**src/dmapl_params.svh**
```systemverilog
// Offsets, field positions and reset values of the DMA channel programming logic.
// Assumes a 16-bit I/O address and 8-bit data on the register port.
`ifndef DMAPL_PARAMS_SVH
`define DMAPL_PARAMS_SVH

`define DMAPL_AW 16
`define DMAPL_DW 8

// I/O locations, low unit and high unit
`define DMAPL_CMD_STAT_LO 16'h0008
`define DMAPL_CMD_STAT_HI 16'h00d0
`define DMAPL_REQ_LO 16'h0009
`define DMAPL_REQ_HI 16'h00d2
`define DMAPL_SMASK_LO 16'h000a
`define DMAPL_SMASK_HI 16'h00d4
`define DMAPL_MODE_LO 16'h000b
`define DMAPL_MODE_HI 16'h00d6
`define DMAPL_CLR_PTR_LO 16'h000c
`define DMAPL_CLR_PTR_HI 16'h00d8
`define DMAPL_MCLR_LO 16'h000d
`define DMAPL_MCLR_HI 16'h00da
`define DMAPL_CLR_MASK_LO 16'h000e
`define DMAPL_CLR_MASK_HI 16'h00dc
`define DMAPL_AMASK_LO 16'h000f
`define DMAPL_AMASK_HI 16'h00de
`define DMAPL_SET_PTR_LO 16'h0010
`define DMAPL_SET_PTR_HI 16'h00e0
`define DMAPL_CLR_MCNT_LO 16'h0011
`define DMAPL_CLR_MCNT_HI 16'h00e2
// Address and word count window, byte-wise access
`define DMAPL_ACWIN_LO_FIRST 16'h0000
`define DMAPL_ACWIN_LO_LAST 16'h0007
`define DMAPL_ACWIN_HI_FIRST 16'h00c0
`define DMAPL_ACWIN_HI_LAST 16'h00cf

// Field positions
`define DMAPL_CHSEL_MSB 1
`define DMAPL_CHSEL_LSB 0
`define DMAPL_MODE_MSB 7
`define DMAPL_MODE_LSB 2
`define DMAPL_REQ_SET_BIT 2
`define DMAPL_MASK_SET_BIT 2
`define DMAPL_CMD_DRQ_LOW_BIT 6

// Reset values and read-back fill values
`define DMAPL_MASK_RST 4'hf
`define DMAPL_CMD_RST 8'h00
`define DMAPL_MODE_RST 6'h00
`define DMAPL_FILL_HI 4'hf
`define DMAPL_MODE_RD_LOW 2'h3
`define DMAPL_UNDEF_RD 8'hff

`endif

```
**src/dmapl_pkg.sv**
```systemverilog
// Types of the DMA channel programming logic.
// Assumes nothing beyond the parameter header.
package dmapl_pkg;

  typedef enum logic [1:0] {
    DMAPL_XFER_VERIFY,
    DMAPL_XFER_WRITE,
    DMAPL_XFER_READ,
    DMAPL_XFER_UNUSED
  } dmapl_xfer_e;

  typedef enum logic [1:0] {
    DMAPL_SVC_DEMAND,
    DMAPL_SVC_SINGLE,
    DMAPL_SVC_BLOCK,
    DMAPL_SVC_CASCADE
  } dmapl_svc_e;

  // Mode byte bits 7:2 of one channel
  typedef struct packed {
    dmapl_svc_e svc;
    logic addr_dec;
    logic auto_init;
    dmapl_xfer_e xfer;
  } dmapl_mode_s;

endpackage : dmapl_pkg

```
**src/dmapl_fifo.sv**
```systemverilog
// Synchronous FIFO with valid and ready on both sides.
// Assumes one clock; DEPTH a power of two so pointers wrap naturally.
`timescale 1ns/1ps
`default_nettype none
module dmapl_fifo #(
  parameter int WIDTH = 25,
  parameter int DEPTH = 16
) (
  input wire logic clk_i,
  input wire logic nrst_i,
  input wire logic in_valid_i,
  output var logic in_ready_o,
  input wire logic [WIDTH-1:0] in_data_i,
  output var logic out_valid_o,
  input wire logic out_ready_i,
  output var logic [WIDTH-1:0] out_data_o
);
  localparam int AW = $clog2(DEPTH);

  initial begin
    if (DEPTH < 2 || (1 << AW) != DEPTH || WIDTH < 1) begin
      $error("dmapl_fifo: DEPTH must be a power of two >= 2");
    end
  end

  logic [WIDTH-1:0] mem_q [DEPTH];
  logic [AW-1:0] wr_ptr_q;
  logic [AW-1:0] rd_ptr_q;
  logic [AW:0] count_q;
  logic [AW:0] count_d;
  logic push;
  logic pop;

  assign push = in_valid_i & in_ready_o;
  assign pop = out_valid_o & out_ready_i;
  assign out_valid_o = (count_q != '0);
  assign out_data_o = mem_q[rd_ptr_q];

  always_comb begin
    count_d = count_q;
    if (push && !pop) begin
      count_d = count_q + 1'b1;
    end else if (pop && !push) begin
      count_d = count_q - 1'b1;
    end
  end

  always_ff @(posedge clk_i) begin
    if (push) begin
      mem_q[wr_ptr_q] <= in_data_i;
    end
  end

  always_ff @(posedge clk_i or negedge nrst_i) begin
    if (!nrst_i) begin
      wr_ptr_q <= '0;
      rd_ptr_q <= '0;
      count_q <= '0;
      in_ready_o <= 1'b0;
    end else begin
      if (push) begin
        wr_ptr_q <= wr_ptr_q + 1'b1;
      end
      if (pop) begin
        rd_ptr_q <= rd_ptr_q + 1'b1;
      end
      count_q <= count_d;
      // Registered ready: full is known one cycle ahead, never overflows
      in_ready_o <= (count_d != (AW+1)'(DEPTH));
    end
  end
endmodule : dmapl_fifo
`default_nettype wire

```
**src/dmapl_prog.sv**
```systemverilog
// Programming section of a four-channel DMA controller: mode, request,
// mask, status and special commands on an 8-bit I/O register port.
// Assumes I/O requests and terminal-count pulses on clk_i; requests from
// peripherals arrive asynchronously on channel_request_in_i.
`timescale 1ns/1ps
`default_nettype none
`include "dmapl_params.svh"
module dmapl_prog
  import dmapl_pkg::*;
#(
  parameter bit UNIT_HI = 1'b0,
  parameter int FIFO_DEPTH = 16
) (
  input wire logic clk_i,
  input wire logic nrst_i,
  input wire logic io_req_valid_i,
  input wire logic io_req_wr_i,
  input wire logic [`DMAPL_AW-1:0] io_addr_i,
  input wire logic [`DMAPL_DW-1:0] io_wdata_i,
  output var logic io_req_ready_o,
  output var logic io_rvalid_o,
  output var logic [`DMAPL_DW-1:0] io_rdata_o,
  input wire logic cfg_hold_i,
  input wire logic [3:0] channel_request_in_i,
  input wire logic [3:0] tc_i,
  output var logic [3:0] mask_o,
  output var logic [3:0] sw_req_o,
  output var logic [3:0] req_pending_o,
  output var logic [3:0] auto_init_o,
  output var logic [3:0] addr_dec_o,
  output var logic [7:0] xfer_kind_o,
  output var logic [7:0] service_kind_o,
  output var logic [7:0] command_o,
  output var logic byte_ptr_hi_o,
  output var logic [3:0] addr_reload_o,
  output var logic master_clear_o
);
  localparam int EW = 1 + `DMAPL_AW + `DMAPL_DW;

  initial begin
    if (FIFO_DEPTH < 2) begin
      $error("dmapl_prog: FIFO_DEPTH must be at least 2");
    end
  end

  function automatic logic at(input logic [`DMAPL_AW-1:0] a,
                              input logic [`DMAPL_AW-1:0] lo,
                              input logic [`DMAPL_AW-1:0] hi);
    at = (a == (UNIT_HI ? hi : lo));
  endfunction : at

  function automatic logic in_acwin(input logic [`DMAPL_AW-1:0] a);
    if (UNIT_HI) begin
      in_acwin = (a >= `DMAPL_ACWIN_HI_FIRST) && (a <= `DMAPL_ACWIN_HI_LAST);
    end else begin
      in_acwin = (a <= `DMAPL_ACWIN_LO_LAST);
    end
  endfunction : in_acwin

  // Command FIFO: reads and writes keep their order, and the transfer
  // engine can hold programming off without losing CPU accesses
  logic [EW-1:0] fifo_in;
  logic [EW-1:0] fifo_out;
  logic fifo_valid;
  logic pop;
  logic op_wr;
  logic [`DMAPL_AW-1:0] op_addr;
  logic [`DMAPL_DW-1:0] op_data;

  assign fifo_in = {io_req_wr_i, io_addr_i, io_wdata_i};

  dmapl_fifo #(
    .WIDTH(EW),
    .DEPTH(FIFO_DEPTH)
  ) u_fifo (
    .clk_i(clk_i),
    .nrst_i(nrst_i),
    .in_valid_i(io_req_valid_i),
    .in_ready_o(io_req_ready_o),
    .in_data_i(fifo_in),
    .out_valid_o(fifo_valid),
    .out_ready_i(!cfg_hold_i),
    .out_data_o(fifo_out)
  );

  assign pop = fifo_valid & !cfg_hold_i;
  assign op_wr = fifo_out[EW-1];
  assign op_addr = fifo_out[EW-2 -: `DMAPL_AW];
  assign op_data = fifo_out[`DMAPL_DW-1:0];

  // Access decode
  logic wr_op;
  logic rd_op;
  logic any_op;
  logic hit_cmd;
  logic hit_req;
  logic hit_smask;
  logic hit_mode;
  logic hit_amask;
  logic do_clr_ptr;
  logic do_set_ptr;
  logic do_mclr;
  logic do_clr_mask;
  logic do_clr_mcnt;
  logic do_acwin;
  logic [1:0] chsel;
  logic [3:0] ch_onehot;

  assign wr_op = pop & op_wr;
  assign rd_op = pop & !op_wr;
  assign any_op = pop;
  assign hit_cmd = at(op_addr, `DMAPL_CMD_STAT_LO, `DMAPL_CMD_STAT_HI);
  assign hit_req = at(op_addr, `DMAPL_REQ_LO, `DMAPL_REQ_HI);
  assign hit_smask = at(op_addr, `DMAPL_SMASK_LO, `DMAPL_SMASK_HI);
  assign hit_mode = at(op_addr, `DMAPL_MODE_LO, `DMAPL_MODE_HI);
  assign hit_amask = at(op_addr, `DMAPL_AMASK_LO, `DMAPL_AMASK_HI);
  // Special commands fire on either direction; write data is unused
  assign do_clr_ptr = any_op & at(op_addr, `DMAPL_CLR_PTR_LO, `DMAPL_CLR_PTR_HI);
  assign do_set_ptr = any_op & at(op_addr, `DMAPL_SET_PTR_LO, `DMAPL_SET_PTR_HI);
  assign do_mclr = any_op & at(op_addr, `DMAPL_MCLR_LO, `DMAPL_MCLR_HI);
  assign do_clr_mask = any_op & at(op_addr, `DMAPL_CLR_MASK_LO, `DMAPL_CLR_MASK_HI);
  assign do_clr_mcnt = any_op & at(op_addr, `DMAPL_CLR_MCNT_LO, `DMAPL_CLR_MCNT_HI);
  assign do_acwin = any_op & in_acwin(op_addr);
  assign chsel = op_data[`DMAPL_CHSEL_MSB:`DMAPL_CHSEL_LSB];
  assign ch_onehot = 4'b0001 << chsel;

  // Request input synchroniser
  logic [3:0] drq_meta_q;
  logic [3:0] drq_sync_q;

  always_ff @(posedge clk_i or negedge nrst_i) begin
    if (!nrst_i) begin
      drq_meta_q <= '0;
      drq_sync_q <= '0;
    end else begin
      drq_meta_q <= channel_request_in_i;
      drq_sync_q <= drq_meta_q;
    end
  end

  // Command register; bit 6 picks the active level of the request pins
  logic [7:0] cmd_q;

  always_ff @(posedge clk_i or negedge nrst_i) begin
    if (!nrst_i) begin
      cmd_q <= `DMAPL_CMD_RST;
    end else if (do_mclr) begin
      cmd_q <= `DMAPL_CMD_RST;
    end else if (wr_op && hit_cmd) begin
      cmd_q <= op_data;
    end
  end

  // Mode registers; master clear leaves them alone
  dmapl_mode_s mode_q [4];

  always_ff @(posedge clk_i or negedge nrst_i) begin
    if (!nrst_i) begin
      for (int i = 0; i < 4; i++) begin
        mode_q[i] <= dmapl_mode_s'(`DMAPL_MODE_RST);
      end
    end else if (wr_op && hit_mode) begin
      mode_q[chsel] <= dmapl_mode_s'(op_data[`DMAPL_MODE_MSB:`DMAPL_MODE_LSB]);
    end
  end

  logic [3:0] auto_init;

  always_comb begin
    for (int i = 0; i < 4; i++) begin
      auto_init[i] = mode_q[i].auto_init;
      auto_init_o[i] = mode_q[i].auto_init;
      addr_dec_o[i] = mode_q[i].addr_dec;
      xfer_kind_o[2*i +: 2] = mode_q[i].xfer;
      service_kind_o[2*i +: 2] = mode_q[i].svc;
    end
  end

  // Mode read counter
  logic [1:0] mode_rd_ptr_q;

  always_ff @(posedge clk_i or negedge nrst_i) begin
    if (!nrst_i) begin
      mode_rd_ptr_q <= '0;
    end else if (do_mclr || do_clr_mcnt) begin
      mode_rd_ptr_q <= '0;
    end else if (rd_op && hit_mode) begin
      mode_rd_ptr_q <= mode_rd_ptr_q + 2'd1;
    end
  end

  // Software requests, never gated by the mask
  logic [3:0] swreq_q;

  always_ff @(posedge clk_i or negedge nrst_i) begin
    if (!nrst_i) begin
      swreq_q <= '0;
    end else if (do_mclr) begin
      swreq_q <= '0;
    end else if (wr_op && hit_req) begin
      if (op_data[`DMAPL_REQ_SET_BIT]) begin
        swreq_q <= swreq_q | ch_onehot;
      end else begin
        swreq_q <= swreq_q & ~ch_onehot;
      end
    end
  end

  // Masks; terminal count setting a mask wins over any clear that cycle
  logic [3:0] mask_q;
  logic [3:0] mask_d;
  logic [3:0] tc_mask_set;

  assign tc_mask_set = tc_i & ~auto_init;

  always_comb begin
    mask_d = mask_q;
    if (do_clr_mask) begin
      mask_d = '0;
    end else if (wr_op && hit_amask) begin
      mask_d = op_data[3:0];
    end else if (wr_op && hit_smask) begin
      if (op_data[`DMAPL_MASK_SET_BIT]) begin
        mask_d = mask_q | ch_onehot;
      end else begin
        mask_d = mask_q & ~ch_onehot;
      end
    end
    if (do_mclr) begin
      mask_d = `DMAPL_MASK_RST;
    end
    mask_d = mask_d | tc_mask_set;
  end

  always_ff @(posedge clk_i or negedge nrst_i) begin
    if (!nrst_i) begin
      mask_q <= `DMAPL_MASK_RST;
    end else begin
      mask_q <= mask_d;
    end
  end

  // Terminal count flags; a new count in the clearing cycle survives
  logic [3:0] tc_flag_q;
  logic tc_clr;

  assign tc_clr = do_mclr | (rd_op & hit_cmd);

  always_ff @(posedge clk_i or negedge nrst_i) begin
    if (!nrst_i) begin
      tc_flag_q <= '0;
    end else begin
      tc_flag_q <= (tc_flag_q & ~{4{tc_clr}}) | tc_i;
    end
  end

  // Pending flags follow the request level, independent of the mask
  logic [3:0] pend_q;

  always_ff @(posedge clk_i or negedge nrst_i) begin
    if (!nrst_i) begin
      pend_q <= '0;
    end else if (do_mclr) begin
      pend_q <= '0;
    end else begin
      pend_q <= drq_sync_q ^ {4{cmd_q[`DMAPL_CMD_DRQ_LOW_BIT]}};
    end
  end

  // Byte pointer for the address and count registers
  logic byte_ptr_q;

  always_ff @(posedge clk_i or negedge nrst_i) begin
    if (!nrst_i) begin
      byte_ptr_q <= 1'b0;
    end else if (do_mclr || do_clr_ptr) begin
      byte_ptr_q <= 1'b0;
    end else if (do_set_ptr) begin
      byte_ptr_q <= 1'b1;
    end else if (do_acwin) begin
      byte_ptr_q <= !byte_ptr_q;
    end
  end

  // Event outputs to the transfer engine
  always_ff @(posedge clk_i or negedge nrst_i) begin
    if (!nrst_i) begin
      addr_reload_o <= '0;
      master_clear_o <= 1'b0;
    end else begin
      addr_reload_o <= tc_i & auto_init;
      master_clear_o <= do_mclr;
    end
  end

  // Read answer, one cycle after the access leaves the FIFO
  logic [`DMAPL_DW-1:0] rdata_d;

  always_comb begin
    rdata_d = `DMAPL_UNDEF_RD;
    if (hit_cmd) begin
      rdata_d = {pend_q, tc_flag_q};
    end else if (hit_mode) begin
      rdata_d = {mode_q[mode_rd_ptr_q], `DMAPL_MODE_RD_LOW};
    end else if (hit_req) begin
      rdata_d = {`DMAPL_FILL_HI, swreq_q};
    end else if (hit_amask) begin
      rdata_d = {`DMAPL_FILL_HI, mask_q};
    end
  end

  always_ff @(posedge clk_i or negedge nrst_i) begin
    if (!nrst_i) begin
      io_rvalid_o <= 1'b0;
      io_rdata_o <= '0;
    end else begin
      io_rvalid_o <= rd_op;
      if (rd_op) begin
        io_rdata_o <= rdata_d;
      end
    end
  end

  assign mask_o = mask_q;
  assign sw_req_o = swreq_q;
  assign req_pending_o = pend_q;
  assign command_o = cmd_q;
  assign byte_ptr_hi_o = byte_ptr_q;
endmodule : dmapl_prog
`default_nettype wire

```
**config.mk**
```make
export PLATFORM = sky130hd
export DESIGN_NAME = dmapl_prog
export DESIGN_NICKNAME = d
export VERILOG_FILES = /design/src/dmapl_pkg.sv /design/src/dmapl_fifo.sv /design/src/dmapl_prog.sv
export VERILOG_INCLUDE_DIRS = /design/src
export SDC_FILE = /design/constraint.sdc
export NUM_CORES = 1
export LEC_CHECK = 0
export ABC_AREA = 1
export BUFFER_PORTS_ARGS = -buffer_cell sky130_fd_sc_hd__buf_4
export CORE_ASPECT_RATIO = 0.9
export CORE_MARGIN = 2
export CORE_UTILIZATION = 29
export DETAILED_ROUTE_END_ITERATION = 8
export GPL_TIMING_DRIVEN = 1
export HOLD_SLACK_MARGIN = 0.02
export PLACE_DENSITY = 0.45
export SLEW_MARGIN = 20
export SYNTH_ARGS = -nofsm -noshare
export SYNTH_HDL_FRONTEND = slang
export SYNTH_SLANG_ARGS = --single-unit
export TNS_END_PERCENT = 50
```
**constraint.sdc**
```tcl
create_clock -name clk_i -period 2.9 [get_ports clk_i]
set_input_delay 0.145 -clock clk_i [delete_from_list [all_inputs] [get_ports clk_i]]
set_output_delay 0.145 -clock clk_i [all_outputs]
set_load 0.01 [all_outputs]
```
==> results of run 1 <==
[final timing paths]
kind	cells past startpoint	to
setup reg to reg	16	mask_o[0]$_DFF_PN1_
min in group asynchronous	2	u_fifo.rd_ptr_q[2]$_DFFE_PN0P_
max in group asynchronous	3	u_fifo.wr_ptr_q[2]$_DFFE_PN0P_
hold reg to reg	0	drq_sync_q[0]$_DFF_PN0_
setup / recovery	16	mask_o[0]$_DFF_PN1_
hold / removal	5	u_fifo.rd_ptr_q[0]$_DFFE_PN0P_
[cells in the final DEF, fill, tap and decap left out, types with 3 or more instances in the layout]
cell / instances
sky130_fd_sc_hd__nand3b_1: 27
sky130_fd_sc_hd__nand3_1: 165
sky130_fd_sc_hd__inv_1: 93
sky130_fd_sc_hd__o21ai_2: 6
sky130_fd_sc_hd__a31oi_1: 7
sky130_fd_sc_hd__dfstp_2: 4
sky130_fd_sc_hd__buf_12: 15
sky130_fd_sc_hd__a32o_1: 7
sky130_fd_sc_hd__clkinv_1: 13
sky130_fd_sc_hd__a21oi_1: 35
sky130_fd_sc_hd__and3_1: 3
sky130_fd_sc_hd__clkinv_2: 10
sky130_fd_sc_hd__o211ai_1: 6
sky130_fd_sc_hd__nor2_4: 21
sky130_fd_sc_hd__edfxtp_1: 400
sky130_fd_sc_hd__buf_4: 147
sky130_fd_sc_hd__nand2_2: 5
sky130_fd_sc_hd__nor3_1: 20
sky130_fd_sc_hd__clkbuf_16: 53
sky130_fd_sc_hd__inv_2: 13
sky130_fd_sc_hd__dlygate4sd3_1: 35
sky130_fd_sc_hd__bufinv_16: 5
sky130_fd_sc_hd__o21ai_0: 27
sky130_fd_sc_hd__xor2_1: 13
sky130_fd_sc_hd__nand4_1: 6
sky130_fd_sc_hd__nor2_1: 121
sky130_fd_sc_hd__nand2_1: 475
sky130_fd_sc_hd__clkbuf_1: 12
sky130_fd_sc_hd__dfrtp_1: 81
sky130_fd_sc_hd__nor2_2: 12
sky130_fd_sc_hd__clkbuf_8: 6
sky130_fd_sc_hd__o21ai_1: 34
sky130_fd_sc_hd__ha_1: 8
[registers in the layout, summed over array words and instances (netlist names), 2 cells and up]
register         count
mask_o               4
xfer_kind_o          8
addr_dec_o           4
service_kind_o       8
mode_rd_ptr_q        2
addr_reload_o        4
tc_flag_q            4
u_fifo.wr_ptr_q      4
u_fifo.rd_ptr_q      4
drq_sync_q           4
auto_init_o          4
sw_req_o             4
u_fifo.mem_q       400
req_pending_o        4
drq_meta_q           4
command_o            8
u_fifo.count_q       5
io_rdata_o           8
[what timing repair did]
item | 4_1_cts | 5_1_grt
gates resized for setup | 0 | 12
hold endpoints to repair | 465 | 0
buffers inserted | 0 | 0
hold buffers | 35 | 0
setup endpoints to repair | 0 | 27
[cell families (layout without fill, tap and decap cells)]
logic type      count (synthesis)  after routing  synth area share (%)
buf+inv                       172            410                  3.92
mux                             1              1                0.0509
simple gates                  864            864                  18.9
xor+xnor                       14             14                 0.623
flops                         487            487                  72.1
compound gates                130            130                  3.84
fa+ha+maj                       8              8                 0.509
[area by class of cell]
type                    instances  area (um2)  share of cell area [%]
multi-input cells            1017        4870                    20.2
repair buffers                199        1780                    7.36
flip-flops and latches        487       14200                    58.8
clock inverters                28         323                    1.34
clock buffers                  71        1450                    6.02
inverters                     112         428                    1.77
well taps                     874        1090                    4.53
[where the power goes]
group	total, uW	switching, uW	internal (uW)
Clock	6800	2820	3990
Sequential	8690	318	8370
Combinational	7410	5150	2260
[critical path: stages (launching register included)]
cell and delay [ns]:
sky130_fd_sc_hd__dfrtp_4 0.52, sky130_fd_sc_hd__inv_6 0.20, sky130_fd_sc_hd__buf_12 0.22, sky130_fd_sc_hd__nand2_1 0.09, sky130_fd_sc_hd__nand3_1 0.14, sky130_fd_sc_hd__nand3_1 0.09
sky130_fd_sc_hd__nor2_1 0.17, sky130_fd_sc_hd__nor2_4 0.08, sky130_fd_sc_hd__nor2_2 0.15, sky130_fd_sc_hd__buf_4 0.15, sky130_fd_sc_hd__nand2_1 0.05, sky130_fd_sc_hd__nor2_1 0.12
sky130_fd_sc_hd__nand3_2 0.18, sky130_fd_sc_hd__o21ai_0 0.20, sky130_fd_sc_hd__inv_1 0.06, sky130_fd_sc_hd__nand2_1 0.11, sky130_fd_sc_hd__nand2_1 0.07
[per-layer routing]
layer	up-vias	wire, um	GRT usage [%]
met5	-	7	0
met4	2	1010	3.92
met3	73	2110	2.18
met2	260	24800	25.0
met1	6265	24900	21.1
li1	6139	-	-
[stage by stage]
stage,TNS [ns],hold slack [ns],instances
2_1_floorplan,0,-0.151,1676
3_3_place_gp,0,0.233,2654
3_5_place_dp,0,0.238,2654
4_1_cts,0,0.0900,2788
5_1_grt,-0.0327,0.109,2788
6_report,0,0.0847,2788
==> results.md, run 1 <==
- Startpoint of the worst-slack reg-to-reg timing path: u_fifo.rd_ptr_q[0]$_DFFE_PN0P_
- TritonCTS clock tree: done
- Worst hold-check path type: input pin to register
- Clock transition at path regs: 0.06 ns
- Count of maximum capacitance violations: 0
- Routed wirelength normalized by instance count: approximately 19 um
- Critical path fanouts, max: 20
- Predominant post-synthesis flop cell: sky130_fd_sc_hd__edfxtp_1
- Number of sinks driven by the clock tree: 487
- Overall Global Routing Usage: roughly 15%
- Starting utilization of the core area: between 20% and 30%
- Count of different cell masters after synthesis: 45
- Final critical delay including setup and external delays: 2.70 ns
- Cell area after technology mapping: about 20000 um2
- Filler cell count in the final layout: 6605
- Worst endpoint required time: approximately 3.4 ns
- Routability Congestion: 0.801
- Instance area at placement: 22000 um2
- Number of antenna violations at the first check in global routing: 1
- Max Clock Freq: 0.371 GHz
- Clock Latency Late Sink: 0.63 ns
- Vias in the first global route: ~13000
- Fraction of the core area covered by cells at the end of the flow: 36.0%
- Average instance area after synthesis: 11.7 um2
- Largest net degree at the start of global routing: 65
- Number of nets in the synthesized netlist: 1721
- Number of vias after detailed routing: 12700
- Result of the run: completed
- Synth Register Bits: 487
- Die outline height: 251 um
- Share of post-route cells with drive strength above 1: 16.6%
- Count of nets after finishing: ~1900
- Post-detailed-route DRC marker count: 0
- Std cell rows: 90
- Commonest cells in the synthesized netlist: 476 x sky130_fd_sc_hd__nand2_1, 400 x sky130_fd_sc_hd__edfxtp_1, 167 x sky130_fd_sc_hd__nand3_1
- Overall Power: 22900 uW
- Main area contributors after synthesis: sky130_fd_sc_hd__edfxtp_1 61%, sky130_fd_sc_hd__dfrtp_1 11%, sky130_fd_sc_hd__nand2_1 9.1%
- Placed wire-length estimate after detailed placement: between 30 and 40 mm
- Worst setup slack after placement: about 0.11 ns
- Worst reg-to-reg setup slack: 0.20 ns
- Initial detailed-routing violation count: roughly 890
- Final worst-path setup slack: 0.203 ns
- Leak Pwr: slightly above 0.009 uW
- Setup repair after global routing missed its margin: true
- Router iterations before antenna repair: 5
- H-tree Lvls: 2
- Final period util: 93.0%
- Width of the die: between 200 and 300 um
- Via density per instance: 4.57
- Clock root cell: sky130_fd_sc_hd__clkbuf_16
- Power density relative to cell area: 949 nW/um2
- Tightest slew margin relative to the limit: 27.3%
- Io pins: 97
- Overflow left after global routing: 0
- Start point of the worst hold path: cfg_hold_i
- Total core area: 67100 um2
- Slew Limit Fails: 0
- Final Hold Fails: 0
- Final routed wirelength across all metal layers: 52.9 mm
- I/O Buffers: 96
- Part of the Yosys area used for sequential elements: between 70% and 80%
- Worst supply voltage drop on vdd: 0.496 mV
- Global-route wire length before repair: 80.4 mm
- Critical Path AT: 3.23 ns
- CP startpoint kind: register
- Number of instances in the synthesized netlist: approximately 1700
- Critical path capture point type: register
- Maximum clock skew at final layout: 0.0431 ns
- Die area: 70000 um2
- Warnings from Yosys: 0
- Antenna cells: 0
- Dominant cell by count in the synthesized netlist: sky130_fd_sc_hd__nand2_1
- Launch point of the critical path: u_fifo.rd_ptr_q[0]$_DFFE_PN0P_
- Endpoints failing setup: 0
- Antenna-violating nets left: 0
- Worst slew pin tran: approximately 1.1 ns
- Proportion of synthesized flip-flops having asynchronous set or reset: around 18%
- Proportion of netlist area held by the largest area contributor: 61.0%
- Area growth syn-to-layout: 22.7%
- Kind of critical path: register to register
- Number of CTS-inserted buffers: 53
- EDFF count, synth: 400
- Largest buffer count on any clock path: 3
- Design area: ~24000 um2
- Cell type with the largest total area after synthesis: sky130_fd_sc_hd__edfxtp_1
(Power assumes the default switching activity.)
==> inputs of run 2 (changes only) <==
Settings changed: ABC_AREA 1 to default.
==> run 2 against run 1 <==
  * Clock skew grew 0.0052 ns
  * Hold slack lost 0.016 ns
  * Power grew 2.6%
  * Die area shrank 3.7%
  * Design area grew 1.4%
  * Clock-buffer cell count grew 8
  * Clock power shrank 6.0%
  * Cell count shrank 20%
  * Worst setup slack lost 0.27 ns
  * Core utilization grew 2.1 points
  * Area after synthesis shrank 3.8%
  * The flow now finishes with violations (setup timing)
  * Sequential power grew 0.5%
==> results.md, run 2 <==
- Result of the run: finished with violations
- Failing checks: setup timing
- Compound-Gate Fraction of Synth Area: 5.15% (+1.3 points)
- Endpoints failing setup: 27 (+27)
- Number of instances in the synthesized netlist: 1048 (-37%)
- Max Clock Freq: 0.337 GHz (-9.1%)
- Antenna-violating nets left: 0 (unchanged)
- Number of sinks driven by the clock tree: 487 (unchanged)
- Dominant cell by count in the synthesized netlist: sky130_fd_sc_hd__edfxtp_1
- Largest net degree at the start of global routing: 55 (-15%)
- Initial detailed-routing violation count: 619 (-31%)
- Cell type with the largest total area after synthesis: sky130_fd_sc_hd__edfxtp_1
- R2R cell count: 10 (-6)
- Overflow left after global routing: 0 (unchanged)
- Main combinational cell family by area after synthesis: multiplexers
- Routability Congestion: 0.777 (-3.0%)
- Die outline height: 246 um (-1.9%)
- Router iterations before antenna repair: 5 (unchanged)
- Area growth syn-to-layout: 29.4%
- Final critical delay including setup and external delays: 2.97 ns (+0.271 ns)
- Startpoint of the worst-slack reg-to-reg timing path: u_fifo.rd_ptr_q[0]$_DFFE_PN0P_
- Synth Register Bits: 487 (unchanged)
- Critical path capture point type: register
- Count of maximum capacitance violations: 0 (unchanged)
- Clock transition at path regs: 0.06 ns (about the same)
- Number of CTS-inserted buffers: 53 (unchanged)
- Commonest cells after routing, fill and taps aside: 400 x sky130_fd_sc_hd__edfxtp_1, 209 x sky130_fd_sc_hd__buf_4, 80 x sky130_fd_sc_hd__dfrtp_1
- Worst supply voltage drop on vdd: 0.499 mV (+0.64%)
- Clock Latency Late Sink: 0.62 ns (about the same)
- Part of the Yosys area used for sequential elements: 75.0% (+2.9 points)
- Kind of critical path: register to register
- Max FFs per register: 400 (unchanged)
- Worst endpoint required time: 3.38 ns (-0.06 ns)
- Die area: 67300 um2 (-3.7%)
- Count of nets after finishing: 1388 (-28%)
- Register with the most flip-flops: u_fifo.mem_q
- Proportion of netlist area held by the largest area contributor: 63.5% (+2.4 points)
- H-tree Lvls: 2 (unchanged)
- End point of the most critical hold path: u_fifo.count_q[1]$_DFF_PN0_
- Average instance area after synthesis: 18.1 um2 (+54%)
- Synthesized-area fraction occupied by and/or/nand/nor cells: 6.32% (-13 points)
- Main area contributors after synthesis: sky130_fd_sc_hd__edfxtp_1 63%, sky130_fd_sc_hd__dfrtp_1 11%, sky130_fd_sc_hd__mux4_2 5.6%
- Design area: 24500 um2 (+1.4%)
- Hold path depth: 4 (-1)
- Leak Pwr: 0.00875 uW (-6.0%)
- Starting utilization of the core area: 29.4% (+0.12 points)
- Maximum clock skew at final layout: 0.0483 ns (+0.00517 ns)
- Slew Limit Fails: 0 (unchanged)
- Tightest slew margin relative to the limit: 46.8% (+20 points)
- Io pins: 97 (unchanged)
- Total core area: 64300 um2 (-4.2%)
- Final worst-path setup slack: -0.0682 ns (-0.271 ns)
- TritonCTS clock tree: done
- Most frequent standard cell in the layout excluding fill and tap cells: sky130_fd_sc_hd__edfxtp_1
- I/O Buffers: 96 (unchanged)
- Critical path fanouts, max: 6 (-70%)
- Routed wirelength normalized by instance count: 22.5 um (+19%)
- Commonest cells in the synthesized netlist: 400 x sky130_fd_sc_hd__edfxtp_1, 83 x sky130_fd_sc_hd__dfrtp_1, 58 x sky130_fd_sc_hd__mux2i_1
- Antenna cells: 0 (unchanged)
- Worst hold-check path type: input pin to register
- Mux share of post-synthesis cell area: 10.3% (+10 points)
- Filler cell count in the final layout: 5951 (-9.9%)
- Cell area after technology mapping: 18900 um2 (-3.8%)
- Setup repair after global routing missed its margin: true
- Start point of the worst hold path: io_req_valid_i
- Arithmetic-cell share of the synthesized area counting full adders, half adders and majority gates: 0.529% (+0.020 points)
- Worst reg-to-reg setup slack: -0.07 ns (-0.27 ns)
- Count of different cell masters after synthesis: 75 (+67%)
- Overall Global Routing Usage: 15.1% (-0.090 points)
- Post-synthesis xor/xnor area fraction: 0.694% (+0.071 points)
- Clock root cell: sky130_fd_sc_hd__clkbuf_16
- Post-detailed-route DRC marker count: 0 (unchanged)
- Number of nets in the synthesized netlist: 1093 (-36%)
- Width of the die: 273 um (-1.9%)
- Endpoint of the worst register-to-register path: xfer_kind_o[7]$_DFFE_PN0P_
- Std cell rows: 88 (-2.2%)
- Final Hold Fails: 0 (unchanged)
- Worst slew pin tran: 0.799 ns (-0.293 ns)
- CP startpoint kind: register
- Proportion of synthesized flip-flops having asynchronous set or reset: 17.9% (unchanged)
- Number of vias after detailed routing: 10600 (-17%)
- Instance area at placement: 21800 um2 (-0.93%)
- Share of post-route cells with drive strength above 1: 35.6% (+19 points)
- Smallest hold slack: 0.0688 ns (-0.0159 ns)
- Global-route wire length before repair: 74.2 mm (-7.6%)
- Power density relative to cell area: 959 nW/um2 (+1.1%)
- Warnings from Yosys: 0 (unchanged)
- Final period util: 102% (+9.4 points)
- Final routed wirelength across all metal layers: 50.5 mm (-4.5%)
- Predominant post-synthesis flop cell: sky130_fd_sc_hd__edfxtp_1
- Fraction of the core area covered by cells at the end of the flow: 38.1% (+2.1 points)
- Critical Path AT: 3.45 ns (+0.22 ns)
- Via density per instance: 4.75 (+3.9%)
- Placed wire-length estimate after detailed placement: 31.9 mm (-0.96%)
- Largest buffer count on any clock path: 3 (unchanged)
- EDFF count, synth: 400 (unchanged)
- Number of antenna violations at the first check in global routing: 0 (-1)
- Worst setup slack after placement: -0.138 ns (-0.249 ns)
- Vias in the first global route: 11000 (-14%)
## run 2: cell type report
class	instances	area (um2)	share of cell area (%)
Clock buffer	79	1500	6.14
Timing Repair Buffer	283	2580	10.6
Sequential cell	487	14200	58.0
Tap cell	855	1070	4.37
Inverter	22	82.6	0.337
Clock inverter	18	160	0.654
Multi-Input combinational cell	496	4890	20.0
## run 2: cell families after synthesis
| kind of cell | count (synthesis) |
|---|---|
| adders and majority gates | 8 |
| xor gates and xnor gates | 15 |
| muxes | 130 |
| AOI/OAI and AO/OA | 134 |
| DFF | 487 |
| buffers and inverters | 65 |
| and+or+nand+nor | 209 |
## run 2: stage by stage
step,setup TNS [ns],power (uW),std cells
6_report,-1.08,23500,2240
5_1_grt,-3.67,24700,2240
4_1_cts,-1.45,23300,2235
3_5_place_dp,-3.31,16300,2091
3_3_place_gp,-2.71,16200,2091
2_1_floorplan,-12.13,12800,1048
## run 2: per-layer routing
layer / vias up / global-route usage, % / wire (um)
met1: 5525 / 21.1 / 23400
li1: 4800 / - / -
met5: - / 0 / 0
met4: 0 / 4.66 / 1180
met3: 83 / 2.24 / 2070
met2: 224 / 24.3 / 23800
## run 2: power by group
group	leakage (uW)	internal, uW	switching, uW	total (uW)
clock	0.000808	3680	2720	6390
combinational	0.00323	3760	4620	8380
sequential	0.00471	8380	351	8730
## run 2: critical path: stages, from the launching register on
cell and delay (ns):
sky130_fd_sc_hd__dfrtp_4 0.50, sky130_fd_sc_hd__buf_12 0.15, sky130_fd_sc_hd__buf_12 0.14, sky130_fd_sc_hd__mux4_2 0.43
sky130_fd_sc_hd__mux4_2 0.52, sky130_fd_sc_hd__nor2b_4 0.13, sky130_fd_sc_hd__buf_6 0.13, sky130_fd_sc_hd__nand4_4 0.17
sky130_fd_sc_hd__nor3_2 0.18, sky130_fd_sc_hd__buf_6 0.17, sky130_fd_sc_hd__mux2_2 0.34
## run 2: worst max-delay path by stage
stage | start | cells past startpoint | slack, ns | to
after floorplan | u_fifo.in_ready_o$_DFF_PN0_ | 4 | -0.24 | u_fifo.mem_q[2][0]$_DFFE_PP_
after global placement | u_fifo.rd_ptr_q[1]$_DFFE_PN0P_ | 10 | -0.15 | mask_o[3]$_DFF_PN1_
after detailed placement | u_fifo.rd_ptr_q[0]$_DFFE_PN0P_ | 10 | -0.14 | mask_o[2]$_DFF_PN1_
after CTS | u_fifo.rd_ptr_q[0]$_DFFE_PN0P_ | 11 | -0.07 | xfer_kind_o[5]$_DFFE_PN0P_
after global routing | u_fifo.rd_ptr_q[0]$_DFFE_PN0P_ | 10 | -0.14 | xfer_kind_o[2]$_DFFE_PN0P_
final | u_fifo.rd_ptr_q[0]$_DFFE_PN0P_ | 10 | -0.07 | xfer_kind_o[7]$_DFFE_PN0P_
## run 2: timing repair
item,4_1_cts,5_1_grt
hold endpoints to repair,466,0
pin swaps,13,16
gates resized for setup,48,64
hold buffers,35,0
buffers inserted,11,4
endpoints found under the setup margin,48,59
cloned,2,1
==> inputs of run 3 (changes only) <==
Settings changed: ABC_AREA from default to 1.
Clock period 2.9 ns to 2.95 ns, I/O delays scaled along.
==> run 3 against run 2 <==
  * The flow now finishes without violations
  * Sequential power shrank 2%
  * Global-route usage increased by 0.096 points
  * Flip-flop and latch count is the same
  * Critical path depth increased by 5
  * Die area increased by 3.9%
  * Core utilization down 2.2 points
  * Clock skew shrank 0.0022 ns
  * First-iteration DRC count increased by 46%
  * Clock-buffer cell count fell by 3
  * Via count increased by 21%
  * Largest power group unchanged
==> results.md, run 3 (same netlist as run 1, synthesis figures left out) <==
- Placed wire-length estimate after detailed placement: 31.6 mm (-0.83%)
- Width of the die: 279 um (+1.9%)
- CP endpoint: service_kind_o[4]$_DFFE_PN0P_
- Max Clock Freq: 0.370 GHz (+9.8%)
- Cell with the largest stage delay on the worst path: sky130_fd_sc_hd__dfrtp_4
- Largest buffer count on any clock path: 3 (unchanged)
- Endpoint of the worst register-to-register path: service_kind_o[4]$_DFFE_PN0P_
- Number of sinks driven by the clock tree: 487 (unchanged)
- Number of CTS-inserted buffers: 53 (unchanged)
- Startpoint of the worst-slack reg-to-reg timing path: u_fifo.rd_ptr_q[0]$_DFFE_PN0P_
- Worst hold-check path type: input pin to register
- CP delay by family, top: simple AND/OR/NAND/NOR gates
- Slew Limit Fails: 0 (unchanged)
- Via density per instance: 4.60 (-3.0%)
- Clock transition at path regs: 0.06 ns (about the same)
- Antenna-violating nets left: 0 (unchanged)
- Number of antenna violations at the first check in global routing: 2 (+2)
- Die outline height: 251 um (+1.9%)
- Router iterations before antenna repair: 7 (+2)
- Final Hold Fails: 0 (unchanged)
- Max FFs per register: 400 (unchanged)
- Count of nets after finishing: 1911 (+38%)
- Final routed wirelength across all metal layers: 53.2 mm (+5.4%)
- Count of maximum capacitance violations: 0 (unchanged)
- TritonCTS clock tree: done
- Critical path capture point type: register
- Met3 GRT Util: 2.59% (+0.35 points)
- Commonest cells after routing, fill and taps aside: 475 x sky130_fd_sc_hd__nand2_1, 400 x sky130_fd_sc_hd__edfxtp_1, 166 x sky130_fd_sc_hd__nand3_1
- Busiest layer in global routing: met2
- Clock Latency Late Sink: 0.62 ns (about the same)
- Endpoints failing setup: 0 (-100%)
- Io pins: 97 (unchanged)
- Die area: 70000 um2 (+3.9%)
- Result of the run: completed
- Largest net degree at the start of global routing: 119 (+120%)
- Leak Pwr: 0.00925 uW (+5.8%)
- Fraction of the core area covered by cells at the end of the flow: 35.9% (-2.2 points)
- CP startpoint kind: register
- Global-route wire length before repair: 80.5 mm (+8.5%)
- Final period util: 91.6% (-11 points)
- Worst setup slack after placement: 0.160 ns (+0.298 ns)
- Initial detailed-routing violation count: 904 (+46%)
- Kind of critical path: register to register
- Worst endpoint required time: 3.41 ns (+0.03 ns)
- H-tree Lvls: 2 (unchanged)
- Number of vias after detailed routing: 12800 (+21%)
- Starting utilization of the core area: 29.3% (-0.12 points)
- Worst path cell trace: inv_8 > buf_12 > nor2_1 > nand3b_1 > nand3_1 > nand2_1 > nand2_1 > nand3_1 > nand2_1 > nand2_1 > buf_4 > nor3_4 > nand2_2 > nand2_1 > o21ai_1
- Share of post-route cells with drive strength above 1: 16.2% (-19 points)
- Worst slew pin tran: 0.979 ns (+0.181 ns)
- Max stage delay on crit path: 0.55 ns (+0.03 ns)
- Critical Path AT: 3.17 ns (-0.28 ns)
- Register with the most flip-flops: u_fifo.mem_q
- Clock root cell: sky130_fd_sc_hd__clkbuf_16
- Critical path fanouts, max: 25 (+19)
- Routability Congestion: 0.771 (-0.82%)
- Final critical delay including setup and external delays: 2.70 ns (-0.265 ns)
- I/O Buffers: 96 (unchanged)
- Sum of buffers and inverters on the critical path: 3 (-1)
- Global-route met2 utilization: 24.8% (+0.46 points)
- Post-detailed-route DRC marker count: 0 (unchanged)
- Launch point of the critical path: u_fifo.rd_ptr_q[0]$_DFFE_PN0P_
- R2R cell count: 15 (+5)
- Maximum clock skew at final layout: 0.0461 ns (-0.00215 ns)
- Most frequent standard cell in the layout excluding fill and tap cells: sky130_fd_sc_hd__nand2_1
- Routed wirelength normalized by instance count: 19.1 um (-15%)
- Vias in the first global route: 12800 (+17%)
- Critical path depth in cells: 15 (+5)
- Setup repair after global routing missed its margin: true
- Post-CTS repair timing setup buffer count: 0 (-11)
- Overall Global Routing Usage: 15.2% (+0.096 points)
- Tightest slew margin relative to the limit: 34.4% (-12 points)
- Cell repeated most along the worst path: sky130_fd_sc_hd__nand2_1
- Area growth syn-to-layout: 22.3%
- Met1 track demand over resource in global routing: 21.1% (about the same)
- Power density relative to cell area: 930 nW/um2 (-3.1%)
- Final worst-path setup slack: 0.247 ns (+0.315 ns)
- Total core area: 67100 um2 (+4.4%)
- Std cell rows: 90 (+2.3%)
- Worst supply voltage drop on vdd: 0.486 mV (-2.6%)
- Worst reg-to-reg setup slack: 0.25 ns (+0.32 ns)
- Overflow left after global routing: 0 (unchanged)
[run 3: per-layer routing]
layer | up-vias | wire, um | share of wire [%]
met3 | 83 | 2470 | 4.6
met1 | 6311 | 24800 | 47
met5 | - | 7 | 0.013
met4 | 2 | 1090 | 2.1
met2 | 284 | 24800 | 47
li1 | 6149 | - | -
[run 3: worst min-delay path by stage]
stage / start / endpoint / slack (ns) / cells past startpoint
floorplan: nrst_i / addr_dec_o[0]$_DFFE_PN0P_ / -0.15 / 0
global placement: nrst_i / master_clear_o$_DFF_PN0_ / 0.11 / 1
detailed placement: nrst_i / master_clear_o$_DFF_PN0_ / 0.12 / 1
CTS: channel_request_in_i[3] / drq_meta_q[3]$_DFF_PN0_ / 0.14 / 2
global route: channel_request_in_i[1] / drq_meta_q[1]$_DFF_PN0_ / 0.16 / 2
finish: cfg_hold_i / u_fifo.rd_ptr_q[0]$_DFFE_PN0P_ / 0.15 / 5
[run 3: final cells by class]
class                   instances  area [um2]
clock buffers                  76        1480
well taps                     874        1090
repair buffers                195        1770
inverters                     112         433
multi-input cells            1017        4850
fillers                      6577       43000
flip-flops and latches        487       14200
clock inverters                23         239
diodes                          2        5.00
[run 3: worst reg2reg max path: stages (launching register included)]
cell	delay, ns
sky130_fd_sc_hd__dfrtp_4	0.55
sky130_fd_sc_hd__inv_8	0.14
sky130_fd_sc_hd__buf_12	0.19
sky130_fd_sc_hd__nor2_1	0.09
sky130_fd_sc_hd__nand3b_1	0.12
sky130_fd_sc_hd__nand3_1	0.10
sky130_fd_sc_hd__nand2_1	0.05
sky130_fd_sc_hd__nand2_1	0.06
sky130_fd_sc_hd__nand3_1	0.08
sky130_fd_sc_hd__nand2_1	0.22
sky130_fd_sc_hd__nand2_1	0.12
sky130_fd_sc_hd__buf_4	0.21
sky130_fd_sc_hd__nor3_4	0.29
sky130_fd_sc_hd__nand2_2	0.21
sky130_fd_sc_hd__nand2_1	0.11
sky130_fd_sc_hd__o21ai_1	0.06
[run 3: power breakdown]
part           switching (uW)  total, uW  internal [uW]
Clock                    2770       6540           3780
Combinational            5060       7260           2200
Sequential                342       8570           8230
Total                    8170      22400          14200
[run 3: what timing repair did]
item | 4_1_cts | 5_1_grt
endpoints found under the hold margin | 505 | 0
gates resized for setup | 0 | 10
hold buffers | 37 | 0
endpoints found under the setup margin | 0 | 26
[run 3: through the flow]
step	TNS [ns]	hold slack (ns)	power, uW	instance area (um2)	std cells
after floorplan	0	-0.148	12900	19700	1676
after global placement	0	0.111	15900	21900	2646
after detailed placement	0	0.115	15900	21900	2647
after CTS	0	0.143	22600	24000	2783
after global routing	-0.0367	0.162	23700	24100	2784
final	0	0.146	22400	24100	2786
